==> config.mk <==
export PLATFORM = sky130hd
export DESIGN_NAME = cgsc_osc_start_ctrl
export DESIGN_NICKNAME = d
export VERILOG_FILES = /design/src/cgsc_pkg.sv /design/src/cgsc_osc_start_ctrl.sv /design/src/cgsc_osc_sync.sv /design/src/cgsc_stab_wait.sv
export SDC_FILE = /design/constraint.sdc
export NUM_CORES = 1
export LEC_CHECK = 0
export BUFFER_PORTS_ARGS = -buffer_cell sky130_fd_sc_hd__buf_2
export CAP_MARGIN = 20
export CORE_ASPECT_RATIO = 0.8
export CORE_MARGIN = 4
export CORE_UTILIZATION = 25
export DETAILED_ROUTE_END_ITERATION = 12
export PLACE_DENSITY = 0.54
export SETUP_SLACK_MARGIN = 0.3
export SYNTH_ARGS = -nofsm -noshare
export SYNTH_HDL_FRONTEND = slang
export SYNTH_HIERARCHICAL = 1
export SYNTH_SLANG_ARGS = --single-unit
export TNS_END_PERCENT = 1
==> constraint.sdc <==
create_clock -name core_clk -period 3.6 [get_ports core_clk]
set_input_delay 0.18 -clock core_clk [delete_from_list [all_inputs] [get_ports core_clk]]
set_output_delay 0.18 -clock core_clk [all_outputs]
set_load 0.03 [all_outputs]
==> src/cgsc_pkg.sv <==
package cgsc_pkg;

   // ***************************************************************
   // register map (byte addresses, low address bits)
   // ***************************************************************
   localparam logic [7:0] ADDR_OSC_CTRL = 8'h00;
   localparam logic [7:0] ADDR_XTAL_CFG = 8'h04;
   localparam logic [7:0] ADDR_HS_CFG   = 8'h08;
   localparam logic [7:0] ADDR_TRIM     = 8'h0c;
   localparam logic [7:0] ADDR_IRQ_STAT = 8'h10;
   localparam logic [7:0] ADDR_IRQ_CLR  = 8'h14;
   localparam logic [7:0] ADDR_IRQ_EN   = 8'h18;
   localparam logic [7:0] ADDR_PROT     = 8'h1c;
   localparam logic [7:0] ADDR_CLK_STAT = 8'h20;

   localparam logic [1:0] HTRANS_NONSEQ = 2'h2;
   localparam logic       HRESP_OKAY    = 1'b0;

   // ***************************************************************
   // field layouts and reset values
   // ***************************************************************
   typedef struct packed {
      logic ext_en;
      logic hs_en;
      logic xtal_en;
      logic fast_en;
   } cgsc_osc_set_t;

   typedef struct packed {
      logic [28:0] rsvd;
      logic        boost_en;
      logic [1:0]  wait_sel;
   } cgsc_xtal_cfg_t;

   typedef enum logic [1:0] {
      HS_XTAL = 2'h0,
      HS_CR   = 2'h1,
      HS_INT  = 2'h2
   } cgsc_hs_type_t;

   typedef struct packed {
      logic [24:0]   rsvd_hi;
      logic [2:0]    wait_sel;
      logic [1:0]    rsvd_lo;
      cgsc_hs_type_t hs_type;
   } cgsc_hs_cfg_t;

   typedef enum logic [2:0] {
      ST_OFF  = 3'h1,
      ST_WAIT = 3'h2,
      ST_RUN  = 3'h4
   } cgsc_wait_state_t;

   localparam cgsc_osc_set_t OSC_CTRL_RST = 4'h1;
   localparam logic [5:0]    TRIM_RST     = 6'h20;
   localparam logic [15:0]   PROT_KEY     = 16'h0096;
   localparam int            IRQ_W        = 3;
   localparam int            WAIT_CNT_W   = 16;

   // ***************************************************************
   // timing
   // ***************************************************************
   localparam logic [15:0] FAST_WAIT_CYCLES = 16'h0010;
   localparam logic [3:0][15:0] XTAL_WAIT_TBL = {16'h1000, 16'h0400, 16'h0200, 16'h0080};
   localparam logic [7:0][15:0] HS_WAIT_TBL =
      {16'h1000, 16'h0400, 16'h0200, 16'h0100, 16'h0080, 16'h0040, 16'h0010, 16'h0004};
   localparam int CLK_PERIOD_NS = 100;
   localparam int BOOST_TIME_NS = 100000;
   localparam int BOOST_CYCLES  = (BOOST_TIME_NS + CLK_PERIOD_NS - 1) / CLK_PERIOD_NS;
   localparam int BOOST_CNT_W   = 11;

endpackage

==> src/cgsc_osc_start_ctrl.sv <==
// Design decisions made here: the address map and the AHB-Lite register port.
`timescale 1ns/1ns
module cgsc_osc_start_ctrl
   import cgsc_pkg::*;
(
   input  logic          core_clk,
   input  logic          reset,
   input  logic          hsel,
   input  logic [31:0]   haddr,
   input  logic [1:0]    htrans,
   input  logic          hwrite,
   input  logic [2:0]    hsize,
   input  logic [31:0]   hwdata,
   input  logic          hready,
   output logic [31:0]   hrdata,
   output logic          hreadyout,
   output logic          hresp,
   input  logic          fast_internal_clk,
   input  logic          low_speed_crystal_clk,
   input  logic          high_speed_osc_clk,
   input  logic          external_clock_input,
   output cgsc_osc_set_t osc_en_out,
   output logic          crystal_high_gain,
   output logic [5:0]    fast_internal_trim,
   output cgsc_hs_type_t high_speed_type,
   output logic          system_clk,
   output logic          crystal_clk_gated,
   output logic          high_speed_clk_gated,
   output logic          external_clk_gated,
   output logic          clock_out_ch0,
   output logic          clock_out_ch1,
   output logic          irq
);

   // ***************************************************************
   // declarations
   // ***************************************************************
   cgsc_osc_set_t  osc_ctrl_reg;
   cgsc_xtal_cfg_t xtal_cfg_reg;
   cgsc_hs_cfg_t   hs_cfg_reg;
   logic [5:0]     trim_reg;
   logic [15:0]    prot_key_reg;
   logic [IRQ_W-1:0] irq_stat_reg;
   logic [IRQ_W-1:0] irq_stat_next;
   logic [IRQ_W-1:0] irq_en_reg;
   logic [31:0]    hrdata_reg;
   logic [7:0]     addr_reg;
   logic           wr_pend_reg;
   logic           xtal_prev_reg;
   logic [BOOST_CNT_W-1:0] boost_cnt_reg;
   logic [BOOST_CNT_W-1:0] boost_cnt_next;
   logic           high_gain_reg;
   logic           system_clk_reg;
   logic           xtal_gated_reg;
   logic           hs_gated_reg;
   logic           ext_gated_reg;

   logic [3:0]     osc_raw;
   logic [3:0]     osc_level;
   logic [3:0]     osc_tick;
   logic [IRQ_W-1:0] osc_ready;
   logic [IRQ_W-1:0] wait_done;
   logic [IRQ_W-1:0][WAIT_CNT_W-1:0] wait_len;

   logic           addr_phase;
   logic           unlocked;
   logic           wr_osc;
   logic           wr_xtal_try;
   logic           wr_hs_try;
   logic           wr_trim_try;
   logic           wr_xtal;
   logic           wr_hs;
   logic           wr_trim;
   logic           wr_irq_clr;
   logic           wr_irq_en;
   logic           wr_prot;
   logic           xtal_start;
   logic [31:0]    rd_word;
   cgsc_xtal_cfg_t xtal_wr;
   cgsc_hs_cfg_t   hs_wr;
   logic           hs_type_ok;

   localparam logic [BOOST_CNT_W-1:0] BOOST_LOAD = BOOST_CYCLES[BOOST_CNT_W-1:0];

   if (BOOST_CYCLES >= (1 << BOOST_CNT_W)) begin : g_bad_boost
      $error("cgsc_osc_start_ctrl: boost period exceeds counter");
   end

   function automatic logic is_word(input logic [7:0] a, input logic [7:0] off);
      return a == off;
   endfunction

   // ***************************************************************
   // ahb-lite slave: zero wait states, always okay
   // ***************************************************************
   assign addr_phase  = hsel && hready && (htrans == HTRANS_NONSEQ || htrans == 2'h3);
   assign unlocked    = (prot_key_reg == PROT_KEY);
   assign wr_osc      = wr_pend_reg && is_word(addr_reg, ADDR_OSC_CTRL);
   assign wr_xtal_try = wr_pend_reg && is_word(addr_reg, ADDR_XTAL_CFG);
   assign wr_hs_try   = wr_pend_reg && is_word(addr_reg, ADDR_HS_CFG);
   assign wr_trim_try = wr_pend_reg && is_word(addr_reg, ADDR_TRIM);
   assign wr_xtal     = wr_xtal_try && unlocked;
   assign wr_hs       = wr_hs_try && unlocked;
   assign wr_trim     = wr_trim_try && unlocked;
   assign wr_irq_clr  = wr_pend_reg && is_word(addr_reg, ADDR_IRQ_CLR);
   assign wr_irq_en   = wr_pend_reg && is_word(addr_reg, ADDR_IRQ_EN);
   assign wr_prot     = wr_pend_reg && is_word(addr_reg, ADDR_PROT);

   assign xtal_wr    = cgsc_xtal_cfg_t'(hwdata);
   assign hs_wr      = cgsc_hs_cfg_t'(hwdata);
   // the unused type code is refused so the selection stays legal
   assign hs_type_ok = hs_wr.hs_type inside {HS_XTAL, HS_CR, HS_INT};

   assign rd_word =
      is_word(haddr[7:0], ADDR_OSC_CTRL) ? {28'h0000000, osc_ctrl_reg} :
      is_word(haddr[7:0], ADDR_XTAL_CFG) ? xtal_cfg_reg :
      is_word(haddr[7:0], ADDR_HS_CFG)   ? hs_cfg_reg :
      is_word(haddr[7:0], ADDR_TRIM)     ? {26'h0, trim_reg} :
      is_word(haddr[7:0], ADDR_IRQ_STAT) ? {29'h0, irq_stat_reg} :
      is_word(haddr[7:0], ADDR_IRQ_EN)   ? {29'h0, irq_en_reg} :
      is_word(haddr[7:0], ADDR_PROT)     ? {16'h0000, prot_key_reg} :
      is_word(haddr[7:0], ADDR_CLK_STAT) ? {28'h0000000, high_gain_reg, osc_ready} :
      32'h00000000;

   always_ff @(posedge core_clk) begin
      if (reset) begin
         addr_reg    <= 8'h00;
         wr_pend_reg <= 1'b0;
         hrdata_reg  <= 32'h00000000;
      end else begin
         wr_pend_reg <= addr_phase && hwrite;
         if (addr_phase) begin
            addr_reg <= haddr[7:0];
         end
         if (addr_phase && !hwrite) begin
            hrdata_reg <= rd_word;
         end
      end
   end

   assign hrdata    = hrdata_reg;
   assign hreadyout = 1'b1;
   assign hresp     = HRESP_OKAY;

   // ***************************************************************
   // control registers
   // ***************************************************************
   always_ff @(posedge core_clk) begin
      if (reset) begin
         osc_ctrl_reg <= OSC_CTRL_RST;
         xtal_cfg_reg <= '0;
         hs_cfg_reg   <= '0;
         trim_reg     <= TRIM_RST;
         prot_key_reg <= 16'h0000;
         irq_en_reg   <= '0;
      end else begin
         if (wr_osc) begin
            osc_ctrl_reg <= hwdata[3:0];
         end
         if (wr_xtal) begin
            xtal_cfg_reg <= '{rsvd: '0, boost_en: xtal_wr.boost_en, wait_sel: xtal_wr.wait_sel};
         end
         if (wr_hs) begin
            hs_cfg_reg.wait_sel <= hs_wr.wait_sel;
            if (hs_type_ok) begin
               hs_cfg_reg.hs_type <= hs_wr.hs_type;
            end
         end
         if (wr_trim) begin
            trim_reg <= hwdata[5:0];
         end
         if (wr_prot) begin
            prot_key_reg <= hwdata[15:0];
         end
         if (wr_irq_en) begin
            irq_en_reg <= hwdata[IRQ_W-1:0];
         end
      end
   end

   // ***************************************************************
   // oscillator sampling and stabilization wait
   // ***************************************************************
   assign osc_raw = {external_clock_input, high_speed_osc_clk, low_speed_crystal_clk, fast_internal_clk};
   assign wait_len[0] = FAST_WAIT_CYCLES;
   assign wait_len[1] = XTAL_WAIT_TBL[xtal_cfg_reg.wait_sel];
   assign wait_len[2] = HS_WAIT_TBL[hs_cfg_reg.wait_sel];

   for (genvar i = 0; i < 4; i++) begin : g_sync
      cgsc_osc_sync u_sync (
         .core_clk  (core_clk),
         .reset     (reset),
         .osc_in    (osc_raw[i]),
         .osc_level (osc_level[i]),
         .osc_tick  (osc_tick[i])
      );
   end

   for (genvar i = 0; i < IRQ_W; i++) begin : g_wait
      cgsc_stab_wait #(.CNT_W(WAIT_CNT_W)) u_wait (
         .core_clk  (core_clk),
         .reset     (reset),
         .osc_en    (osc_ctrl_reg[i]),
         .osc_tick  (osc_tick[i]),
         .wait_len  (wait_len[i]),
         .osc_ready (osc_ready[i]),
         .wait_done (wait_done[i])
      );
   end

   // ***************************************************************
   // crystal startup boost
   // ***************************************************************
   assign xtal_start     = osc_ctrl_reg.xtal_en && !xtal_prev_reg;
   assign boost_cnt_next = !osc_ctrl_reg.xtal_en ? '0 :
                           (xtal_start && xtal_cfg_reg.boost_en) ? BOOST_LOAD :
                           (boost_cnt_reg != '0) ? boost_cnt_reg - 1'b1 : '0;

   always_ff @(posedge core_clk) begin
      if (reset) begin
         xtal_prev_reg <= 1'b0;
         boost_cnt_reg <= '0;
         high_gain_reg <= 1'b0;
      end else begin
         xtal_prev_reg <= osc_ctrl_reg.xtal_en;
         boost_cnt_reg <= boost_cnt_next;
         high_gain_reg <= (boost_cnt_next != '0);
      end
   end

   // ***************************************************************
   // interrupts and clock gates
   // ***************************************************************
   // a completion in the clearing cycle survives the clear
   assign irq_stat_next = (irq_stat_reg & ~(wr_irq_clr ? hwdata[IRQ_W-1:0] : '0)) | wait_done;

   always_ff @(posedge core_clk) begin
      if (reset) begin
         irq_stat_reg   <= '0;
         system_clk_reg <= 1'b0;
         xtal_gated_reg <= 1'b0;
         hs_gated_reg   <= 1'b0;
         ext_gated_reg  <= 1'b0;
      end else begin
         irq_stat_reg   <= irq_stat_next;
         system_clk_reg <= osc_level[0] && osc_ready[0];
         xtal_gated_reg <= osc_level[1] && osc_ready[1];
         hs_gated_reg   <= osc_level[2] && osc_ready[2];
         // no wait counter here: software must present a stable clock first
         ext_gated_reg  <= osc_level[3] && osc_ctrl_reg.ext_en;
      end
   end

   assign irq                  = |(irq_stat_reg & irq_en_reg);
   assign osc_en_out           = osc_ctrl_reg;
   assign crystal_high_gain    = high_gain_reg;
   assign fast_internal_trim   = trim_reg;
   assign high_speed_type      = hs_cfg_reg.hs_type;
   assign system_clk           = system_clk_reg;
   assign crystal_clk_gated    = xtal_gated_reg;
   assign high_speed_clk_gated = hs_gated_reg;
   assign external_clk_gated   = ext_gated_reg;
   // output dividers live elsewhere; these pins hold their idle low level
   assign clock_out_ch0        = 1'b0;
   assign clock_out_ch1        = 1'b0;

   // ***************************************************************
   // assertions
   // ***************************************************************
   logic [7:0] fast_ticks_reg;

   always_ff @(posedge core_clk) begin
      if (reset || !osc_ctrl_reg.fast_en) begin
         fast_ticks_reg <= 8'h00;
      end else if (!osc_ready[0] && osc_tick[0]) begin
         fast_ticks_reg <= fast_ticks_reg + 8'h01;
      end
   end

   property p_boot_fast;
      @(posedge core_clk) $fell(reset) |-> osc_en_out.fast_en && !crystal_high_gain;
   endproperty
   a_boot_fast: assert property (p_boot_fast) else $error("fast oscillator not enabled at boot");

   property p_gate_closed;
      @(posedge core_clk) disable iff (reset) !osc_ready[1] |=> !crystal_clk_gated;
   endproperty
   a_gate_closed: assert property (p_gate_closed) else $error("crystal clock leaked before ready");

   property p_fast_count;
      @(posedge core_clk) disable iff (reset) $rose(osc_ready[0]) |-> fast_ticks_reg == 8'h10;
   endproperty
   a_fast_count: assert property (p_fast_count) else $error("fast wait not 16 ticks");

   property p_done_sets_flag;
      @(posedge core_clk) disable iff (reset) wait_done[0] |=> irq_stat_reg[0] && osc_ready[0];
   endproperty
   a_done_sets_flag: assert property (p_done_sets_flag) else $error("ready flag not set on completion");

   property p_restart;
      @(posedge core_clk) disable iff (reset) $rose(osc_ctrl_reg.fast_en) |-> !osc_ready[0] [*2];
   endproperty
   a_restart: assert property (p_restart) else $error("start skipped the wait");

   property p_boost;
      @(posedge core_clk) disable iff (reset)
         ($rose(osc_ctrl_reg.xtal_en) && xtal_cfg_reg.boost_en) |=>
            crystal_high_gain ##[1:1000] !crystal_high_gain;
   endproperty
   a_boost: assert property (p_boost) else $error("boost period wrong");

   property p_clear;
      @(posedge core_clk) disable iff (reset)
         (wr_irq_clr && hwdata[0] && !wait_done[0]) |=> !irq_stat_reg[0];
   endproperty
   a_clear: assert property (p_clear) else $error("ready flag not cleared");

   property p_locked;
      @(posedge core_clk) disable iff (reset) (wr_trim_try && !unlocked) |=> $stable(trim_reg);
   endproperty
   a_locked: assert property (p_locked) else $error("trim written while locked");

   property p_start;
      @(posedge core_clk) disable iff (reset) (wr_osc && hwdata[0]) |=> osc_en_out.fast_en;
   endproperty
   a_start: assert property (p_start) else $error("fast enable write lost");

   property p_fout_low;
      @(posedge core_clk) disable iff (reset) !clock_out_ch0 && !clock_out_ch1;
   endproperty
   a_fout_low: assert property (p_fout_low) else $error("clock output not low");

   property p_hs_type;
      @(posedge core_clk) disable iff (reset) high_speed_type != 2'h3;
   endproperty
   a_hs_type: assert property (p_hs_type) else $error("illegal oscillator type");

   property p_irq;
      @(posedge core_clk) disable iff (reset) (irq_stat_reg[0] && irq_en_reg[0]) |-> irq;
   endproperty
   a_irq: assert property (p_irq) else $error("interrupt missing");

   property p_stop;
      @(posedge core_clk) disable iff (reset)
         $fell(osc_ctrl_reg.hs_en) |=> !osc_ready[2] ##1 !high_speed_clk_gated;
   endproperty
   a_stop: assert property (p_stop) else $error("clock kept after disable");

   c_fast_ready: cover property (@(posedge core_clk) disable iff (reset) $rose(osc_ready[0]));
   c_irq:        cover property (@(posedge core_clk) disable iff (reset) $rose(irq));
   c_boost:      cover property (@(posedge core_clk) disable iff (reset) $fell(crystal_high_gain));
   c_unlock:     cover property (@(posedge core_clk) disable iff (reset) wr_trim);

endmodule // cgsc_osc_start_ctrl

==> src/cgsc_osc_sync.sv <==
`timescale 1ns/1ns
module cgsc_osc_sync
   import cgsc_pkg::*;
(
   input  logic core_clk,
   input  logic reset,
   input  logic osc_in,
   output logic osc_level,
   output logic osc_tick
);

   logic meta_reg;
   logic sync_reg;
   logic prev_reg;

   // oscillator edges are only seen below half the core rate
   always_ff @(posedge core_clk) begin
      if (reset) begin
         meta_reg <= 1'b0;
         sync_reg <= 1'b0;
         prev_reg <= 1'b0;
      end else begin
         meta_reg <= osc_in;
         sync_reg <= meta_reg;
         prev_reg <= sync_reg;
      end
   end

   assign osc_level = sync_reg;
   assign osc_tick  = sync_reg & ~prev_reg;

endmodule // cgsc_osc_sync

==> src/cgsc_stab_wait.sv <==
`timescale 1ns/1ns
module cgsc_stab_wait
   import cgsc_pkg::*;
#(
   parameter int CNT_W = WAIT_CNT_W
)
(
   input  logic             core_clk,
   input  logic             reset,
   input  logic             osc_en,
   input  logic             osc_tick,
   input  logic [CNT_W-1:0] wait_len,
   output logic             osc_ready,
   output logic             wait_done
);

   cgsc_wait_state_t state_reg;
   cgsc_wait_state_t state_next;
   logic [CNT_W-1:0] cnt_reg;
   logic [CNT_W-1:0] cnt_next;
   logic [CNT_W-1:0] cnt_inc;
   logic             hit;

   if (CNT_W < 2) begin : g_bad_width
      $error("cgsc_stab_wait: CNT_W too small");
   end

   assign cnt_inc   = cnt_reg + 1'b1;
   assign hit       = osc_tick && (cnt_inc >= wait_len);
   assign wait_done = (state_reg == ST_WAIT) && osc_en && hit;
   assign osc_ready = (state_reg == ST_RUN);

   always_comb begin
      state_next = state_reg;
      cnt_next   = cnt_reg;
      case (state_reg)
         ST_OFF: begin
            cnt_next = '0;
            if (osc_en) begin
               state_next = ST_WAIT;
               cnt_next   = osc_tick ? {{(CNT_W-1){1'b0}}, 1'b1} : '0;
            end
         end
         ST_WAIT: begin
            if (!osc_en) begin
               state_next = ST_OFF;
               cnt_next   = '0;
            end else if (hit) begin
               state_next = ST_RUN;
            end else if (osc_tick) begin
               cnt_next = cnt_inc;
            end
         end
         ST_RUN: begin
            if (!osc_en) begin
               state_next = ST_OFF;
               cnt_next   = '0;
            end
         end
         default: begin
            state_next = ST_OFF;
            cnt_next   = '0;
         end
      endcase
   end

   always_ff @(posedge core_clk) begin
      if (reset) begin
         state_reg <= ST_OFF;
         cnt_reg   <= '0;
      end else begin
         state_reg <= state_next;
         cnt_reg   <= cnt_next;
      end
   end

endmodule // cgsc_stab_wait

==> flow_summary.rst, run 1 <==
.. list-table::
   :header-rows: 1

   * - Metric
     - Value
   * - Outcome
     - finished, final reports clean
   * - Starting density of the core
     - 25.3%
   * - Horizontal extent of the die
     - 221 um
   * - Filler Cell Count
     - 3,757
   * - Commonest non-fill, non-tap cell in the layout
     - sky130_fd_sc_hd__dfxtp_1
   * - Setup repair after global routing missed its margin
     - true
   * - Total core area
     - 35,800 um^2
   * - Startpoint type of the worst setup path
     - flip-flop
   * - Data arrival time of the critical path
     - 3740 ps
   * - Cell area power density
     - 351 nW/um^2
   * - Clock slew at reported path FFs
     - 70 ps
   * - Number of flip-flops in the largest register
     - 48
   * - First-pass iteration count of the detailed router
     - 5
   * - Maximum cell stage delay along the critical path
     - 460 ps
   * - Synth warnings
     - 6
   * - Number of I/O port buffers
     - 67
   * - Slowest stage cell, crit path
     - sky130_fd_sc_hd__or4_4
   * - Number of antenna-violating nets in the routed design
     - 0
   * - Clock Tree Root
     - sky130_fd_sc_hd__clkbuf_16
   * - Routed Wire Length
     - 24.3 mm
   * - Nature of the critical path endpoint
     - flip-flop
   * - Kind of path behind the tightest hold check
     - in2reg
   * - Detailed-route via count
     - 8,023
   * - Total half-perimeter wirelength after legalization and detailed placement
     - 17.5 mm
   * - Number of instances in the synthesized netlist
     - 1,074
   * - Sinks on Clock Net
     - 158
   * - Syn-to-layout area delta
     - 26.1%
   * - Maxcap violations
     - 0
   * - Number of antenna violations at the first check in global routing
     - 0
   * - Global-route usage over all layers
     - 12.0%
   * - Detail-routed via count per cell
     - 4.65
   * - FP Rows
     - 62
   * - Worst Max-Slew Pin Slew
     - 954 ps
   * - Maximum operating frequency
     - 297 MHz
   * - Wire length of the first global-routing pass
     - 39.3 mm
   * - Total area of sequential cells
     - 3210 um^2
   * - Number of H-tree levels
     - 4
   * - Data required time at the worst endpoint
     - 3970 ps
   * - Final hold violations
     - 0
   * - Post-layout net count
     - 1,362
   * - Crit Path Category
     - reg2reg
   * - Worst clock skew
     - 27.4 ps
   * - CP bufs+invs
     - 1
   * - Number of global-route vias before repair
     - 7,585
   * - Clock latency at the later pin of the worst-skew pair
     - 450 ps
   * - Number of DRC violations after detailed routing
     - 0
   * - Placed cell count
     - 1,661
   * - Synthesized cell area
     - 9070 um^2
   * - Largest net degree at the start of global routing
     - 59
   * - Delay-heaviest family, CP
     - simple AND/OR/NAND/NOR gates
   * - Final critical delay including setup and external delays
     - 3370 ps
   * - Maximum resistive drop on vdd
     - 0.000371 V
   * - Biggest fanout along the worst timing path
     - 5
   * - Vertical die dimension
     - 178 um
   * - Max clock buf depth
     - 2
   * - Cells traversed along the worst timing path
     - and3_4 > and4_4 > and4_4 > nand3_2 > xnor2_2 > ha_4 > nand4_4 > or3_4 > or4_4 > and3_4 > a211oi_4 > buf_6 > a22o_1
   * - Clock tree from TritonCTS
     - done
   * - Total I/O pin count
     - 132
   * - RD Place Congestion
     - 0.829
   * - Worst relative slew slack
     - 36.2%
   * - Count of routing violations after the opening detailed-route iteration
     - 501
   * - Setup Total Neg Slack
     - 0 ps
   * - Wirelength per Cell
     - 14.1 um
   * - Share of cells above drive strength 1
     - 20.7%
   * - Number of buffers inserted during clock tree synthesis
     - 17
   * - Final clock period utilization by the worst path
     - 93.6%
   * - Average footprint of a synthesized cell
     - 8.44 um^2
   * - Ant. Diodes
     - 0
   * - Design Power
     - 0.00402 W
   * - Global-route congestion overflow total
     - 0
   * - Standby leakage power
     - 4.81 nW
   * - Max-slew violations
     - 0
   * - Filler-free cell count of the finished design
     - 1,724
   * - Multi-input gate area in the final layout
     - 5790 um^2
   * - Die Area
     - 39,400 um^2
   * - Commonest non-fill, non-tap cells in the layout
     - sky130_fd_sc_hd__dfxtp_1 (137), sky130_fd_sc_hd__nand2_1 (99), sky130_fd_sc_hd__nor2_1 (93), sky130_fd_sc_hd__buf_2 (66), sky130_fd_sc_hd__inv_1 (64)
   * - Setup violation total in the final timing report
     - 0
-- cell type report --
| type | instances | area share, % |
|---|---|---|
| multi-input combinational | 845 | 50.6 |
| sequential | 158 | 28.1 |
| timing repair buffer | 145 | 8.53 |
| tap | 480 | 5.25 |
| clock buffer | 17 | 3.72 |
| inverter | 64 | 2.10 |
| clock inverter | 15 | 1.68 |
-- path summary, 6_finish.rpt --
kind | start | depth (start not counted) | slack [ps] | to
worst max-delay path | g_wait[2].u_wait/cnt_reg[2]$_SDFFE_PP0P_ | 13 | 230 | g_wait[2].u_wait/cnt_reg[3]$_SDFFE_PP0P_
worst min-delay path | haddr[0] | 3 | 10 | addr_reg[0]$_SDFFE_PP0P_
worst max register to register | g_wait[2].u_wait/cnt_reg[2]$_SDFFE_PP0P_ | 13 | 230 | g_wait[2].u_wait/cnt_reg[3]$_SDFFE_PP0P_
worst min register to register | g_sync[3].u_sync/meta_reg$_SDFF_PP0_ | 1 | 440 | g_sync[3].u_sync/osc_level$_SDFF_PP0_
-- layer usage --
metal	routed length [um]	global-route usage, %	vias up
li1	-	-	4080
met1	12400	17.2	3789
met2	10900	18.5	133
met3	743	2.12	21
met4	240	3.17	0
met5	0	0	-
-- per-stage QoR --
| stage | setup WS [ps] | utilization (%) | instance area [um^2] | hold slack, ps |
|---|---|---|---|---|
| after floorplan | 184 | - | 9400 | 249 |
| after global placement | 103 | 28.9 | 10300 | 388 |
| after detailed placement | 6.16 | 28.9 | 10300 | 403 |
| after CTS | 202 | 31.6 | 11300 | 1.48 |
| after global routing | 96.4 | 31.9 | 11400 | 14.3 |
| final | 230 | 31.9 | 11400 | 13.8 |
-- worst reg2reg max path, stage by stage, from the launching register on --
cell and delay (ps):
sky130_fd_sc_hd__dfxtp_4 360, sky130_fd_sc_hd__and3_4 170, sky130_fd_sc_hd__and4_4 250, sky130_fd_sc_hd__and4_4 230, sky130_fd_sc_hd__nand3_2 90, sky130_fd_sc_hd__xnor2_2 180
sky130_fd_sc_hd__ha_4 290, sky130_fd_sc_hd__nand4_4 130, sky130_fd_sc_hd__or3_4 390, sky130_fd_sc_hd__or4_4 460, sky130_fd_sc_hd__and3_4 190, sky130_fd_sc_hd__a211oi_4 280
sky130_fd_sc_hd__buf_6 170, sky130_fd_sc_hd__a22o_1 120
-- power by group --
part | switching, W | internal, W | total (W)
combinational | 0.000187 | 0.000112 | 0.000299
clock | 0.000865 | 0.00106 | 0.00193
sequential | 0.0000279 | 0.00176 | 0.00179
total | 0.00108 | 0.00294 | 0.00402
-- what timing repair did --
| item | 4_1_cts | 5_1_grt |
|---|---|---|
| hold buffers | 15 | 0 |
| setup buffers | 11 | 5 |
| pin swaps | 14 | 13 |
| endpoints found under the hold margin | 15 | 0 |
| resized for setup | 28 | 15 |
| endpoints found under the setup margin | 36 | 48 |
(Power assumes the default switching activity.)
==> run 2: changes to the inputs <==
- SYNTH_HIERARCHICAL: 1 -> not set
==> run 2 against run 1 <==
  * Sequential power hardly changed
  * Design area is 18% lower
  * Flip-flop and latch count stayed put
  * Global-route usage is 0.73 points higher
  * Largest power group unchanged
==> flow_summary.rst, run 2 <==
.. list-table::
   :header-rows: 1

   * - Metric
     - Value
   * - Outcome
     - finished, final reports clean
   * - Wire length of the first global-routing pass
     - 35.5 mm
   * - First element of the critical path
     - g_wait[2].u_wait.cnt_reg[0]$_SDFFE_PP0P_
   * - Starting density of the core
     - 25.3%
   * - Wirelength per Cell
     - 15.5 um
   * - Unique cell type count in the Yosys netlist
     - 87
   * - Cells traversed along the worst timing path
     - ha_1 > nand3_1 > nor3_2 > nand4_1 > xnor2_2 > ha_1 > nand4_1 > nor2_1 > a31o_1 > or4b_4 > o21a_1 > a31o_1
   * - Final critical delay including setup and external delays
     - 3240 ps
   * - Syn-to-layout area delta
     - 18.1%
   * - R2R Setup Slk
     - 360 ps
   * - Startpoint type of the worst setup path
     - flip-flop
   * - Largest family of logic cells by synthesized area
     - simple AND/OR/NAND/NOR gates
   * - Nature of the critical path endpoint
     - flip-flop
   * - Synth warnings
     - 0
   * - Worst clock skew
     - 9.60 ps
   * - Max clock buf depth
     - 2
   * - Setup Total Neg Slack
     - 0 ps
   * - Synth top area cells
     - sky130_fd_sc_hd__dfxtp_1 (40%), sky130_fd_sc_hd__mux2i_1 (4.8%), sky130_fd_sc_hd__nor2_1 (4.4%), sky130_fd_sc_hd__nand2_1 (3.8%), sky130_fd_sc_hd__ha_1 (3.0%)
   * - Clock tree from TritonCTS
     - done
   * - Clock latency at the later pin of the worst-skew pair
     - 430 ps
   * - Die Area
     - 34,800 um^2
   * - Standby leakage power
     - 3.72 nW
   * - Largest net degree at the start of global routing
     - 70
   * - Minimum setup slack in the final design
     - 364 ps
   * - Fraction of the mapped netlist area in compound gates
     - 15.4%
   * - Maximum operating frequency
     - 309 MHz
   * - Number of global-route vias before repair
     - 6,352
   * - Terminating pin of the worst hold path
     - addr_reg[4]$_SDFFE_PP0P_
   * - Max-slew violations
     - 0
   * - Global-route usage over all layers
     - 12.7%
   * - R2r worst-path depth
     - 12
   * - Final clock period utilization by the worst path
     - 89.9%
   * - Setup repair after global routing missed its margin
     - true
   * - FP Rows
     - 58
   * - Number of antenna-violating nets in the routed design
     - 0
   * - Share of cells above drive strength 1
     - 14.7%
   * - RD Place Congestion
     - 0.858
   * - Sinks on Clock Net
     - 158
   * - Count of routing violations after the opening detailed-route iteration
     - 465
   * - Maximum resistive drop on vdd
     - 0.000321 V
   * - Clock slew at reported path FFs
     - 70 ps
   * - Worst relative slew slack
     - 43.5%
   * - Synthesized cell area
     - 7960 um^2
   * - Number of DRC violations after detailed routing
     - 0
   * - Seq cells post-synth
     - 158
   * - Post-Synth Simple-Gate Area
     - 26.2%
   * - Clock Tree Root
     - sky130_fd_sc_hd__clkbuf_16
   * - Commonest non-fill, non-tap cell in the layout
     - sky130_fd_sc_hd__dfxtp_1
   * - Maximum cell stage delay along the critical path
     - 520 ps
   * - Number of antenna violations at the first check in global routing
     - 3
   * - Hold depth
     - 3
   * - Post-synth ARST share
     - 0%
   * - Design Power
     - 0.00374 W
   * - Total core area
     - 31,400 um^2
   * - Average footprint of a synthesized cell
     - 8.57 um^2
   * - Fin util
     - 29.9%
   * - Number of H-tree levels
     - 4
   * - Post-layout net count
     - 1,095
   * - Share of the synthesized area in the top cell type
     - 39.8%
   * - Horizontal extent of the die
     - 207 um
   * - Cell area power density
     - 398 nW/um^2
   * - Maxcap violations
     - 0
   * - Routed Wire Length
     - 22.2 mm
   * - Total I/O pin count
     - 132
   * - Detail-routed via count per cell
     - 4.80
   * - Number of instances in the synthesized netlist
     - 928
   * - Slowest stage cell, crit path
     - sky130_fd_sc_hd__or4b_4
   * - Commonest non-fill, non-tap cells in the layout
     - sky130_fd_sc_hd__dfxtp_1 (158), sky130_fd_sc_hd__nor2_1 (93), sky130_fd_sc_hd__nand2_1 (81), sky130_fd_sc_hd__buf_2 (66), sky130_fd_sc_hd__mux2i_1 (38)
   * - First-pass iteration count of the detailed router
     - 5
   * - Final hold violations
     - 0
   * - Ant. Diodes
     - 0
   * - Vertical die dimension
     - 168 um
   * - Library cell with the largest summed area after synthesis
     - sky130_fd_sc_hd__dfxtp_1
   * - Biggest fanout along the worst timing path
     - 5
   * - Number of I/O port buffers
     - 67
   * - Setup violation total in the final timing report
     - 0
   * - Global-route congestion overflow total
     - 0
   * - Worst r2r src
     - g_wait[2].u_wait.cnt_reg[0]$_SDFFE_PP0P_
   * - Sequential element share of the synthesized area
     - 39.8%
   * - Most common cell in the netlist
     - sky130_fd_sc_hd__dfxtp_1
   * - Worst hold start
     - haddr[4]
   * - Worst Max-Slew Pin Slew
     - 847 ps
   * - DP Worst Slack
     - 228 ps
   * - Data required time at the worst endpoint
     - 3920 ps
   * - Synth top cells by count
     - sky130_fd_sc_hd__dfxtp_1 (158), sky130_fd_sc_hd__nor2_1 (93), sky130_fd_sc_hd__nand2_1 (81), sky130_fd_sc_hd__nor3_1 (39), sky130_fd_sc_hd__mux2i_1 (38)
   * - Number of enable-type register cells in the synthesized netlist
     - 0
   * - Detailed-route via count
     - 6,868
   * - Xor and xnor fraction of the mapped netlist area
     - 3.52%
   * - Total half-perimeter wirelength after legalization and detailed placement
     - 16.3 mm
   * - Kind of path behind the tightest hold check
     - in2reg
   * - Post-synthesis mux area share
     - 5.38%
   * - Data arrival time of the critical path
     - 3560 ps
   * - Crit Path Category
     - reg2reg
   * - Number of flip-flops in the largest register
     - 48
   * - Area share of fa/ha/maj cells after synthesis
     - 2.99%
   * - Predominant post-synthesis flop cell
     - sky130_fd_sc_hd__dfxtp_1
   * - Crit Reg-Reg Endpoint
     - g_wait[2].u_wait.cnt_reg[10]$_SDFFE_PP0P_
   * - Number of buffers inserted during clock tree synthesis
     - 17
## run 2: logic make-up (layout without fill, tap and decap cells)
family | Yosys count | count (layout)
other | 2 | 20
buffers and inverters | 105 | 169
AO/OA/AOI/OAI | 169 | 169
flip-flops | 158 | 158
multiplexers | 42 | 42
adder cells (fa/ha/maj) | 19 | 19
XOR/XNOR | 32 | 32
AND/OR/NAND/NOR | 401 | 401
## run 2: routing by layer
layer,up-vias,part of all wire (%),global-route usage [%]
li1,3434,-,-
met1,3235,49,18.3
met2,173,44,18.9
met3,20,5.9,3.28
met4,6,1.1,3.39
met5,-,0.15,0
## run 2: repair_timing
item,in CTS,in global routing
setup buffers,0,1
pin swaps,0,0
hold buffers,13,0
setup endpoints to repair,6,25
endpoints found under the hold margin,13,0
gates resized for setup,1,3
## run 2: power by group
group	switching (W)	internal [W]
combinational	0.000118	0.0000545
sequential	0.0000146	0.00176
clock	0.000737	0.00105
## run 2: metrics by stage
step	cells	instance area (um^2)	hold WS, ps
5_1_grt	1430	9400	22.4
4_1_cts	1429	9370	1.55
3_3_place_gp	1385	8660	404
2_1_floorplan	946	8020	308
3_5_place_dp	1385	8660	419
6_report	1430	9400	24.2
## run 2: critical path, delay by kind of cell, from the launching register on
kind / cells / cell delay, ps
DFF: 1 / 330
adders and majority gates: 2 / 550
and+or+nand+nor: 6 / 1310
xor gates and xnor gates: 1 / 190
AOI/OAI and AO/OA: 3 / 760
## run 2: how the worst max path moves through the flow
stage,slack [ps],end,cells after the start
3_3_place_gp,280,g_wait[2].u_wait.cnt_reg[6]$_SDFFE_PP0P_,13
3_5_place_dp,230,g_wait[2].u_wait.cnt_reg[7]$_SDFFE_PP0P_,13
4_1_cts,390,g_wait[2].u_wait.cnt_reg[10]$_SDFFE_PP0P_,12
5_1_grt,210,g_wait[2].u_wait.cnt_reg[1]$_SDFFE_PP0P_,12
6_report,360,g_wait[2].u_wait.cnt_reg[10]$_SDFFE_PP0P_,12
2_1_floorplan,490,g_wait[2].u_wait.cnt_reg[10]$_SDFFE_PP0P_,12
## run 2: area by class of cell
class                           count  area, um^2
Tap cell                          420         526
Clock inverter                     10         115
Timing Repair Buffer              103         641
Fill cell                        3307       22000
Inverter                           35         131
Sequential cell                   158        3160
Clock buffer                       21         460
Multi-Input combinational cell    683        4360
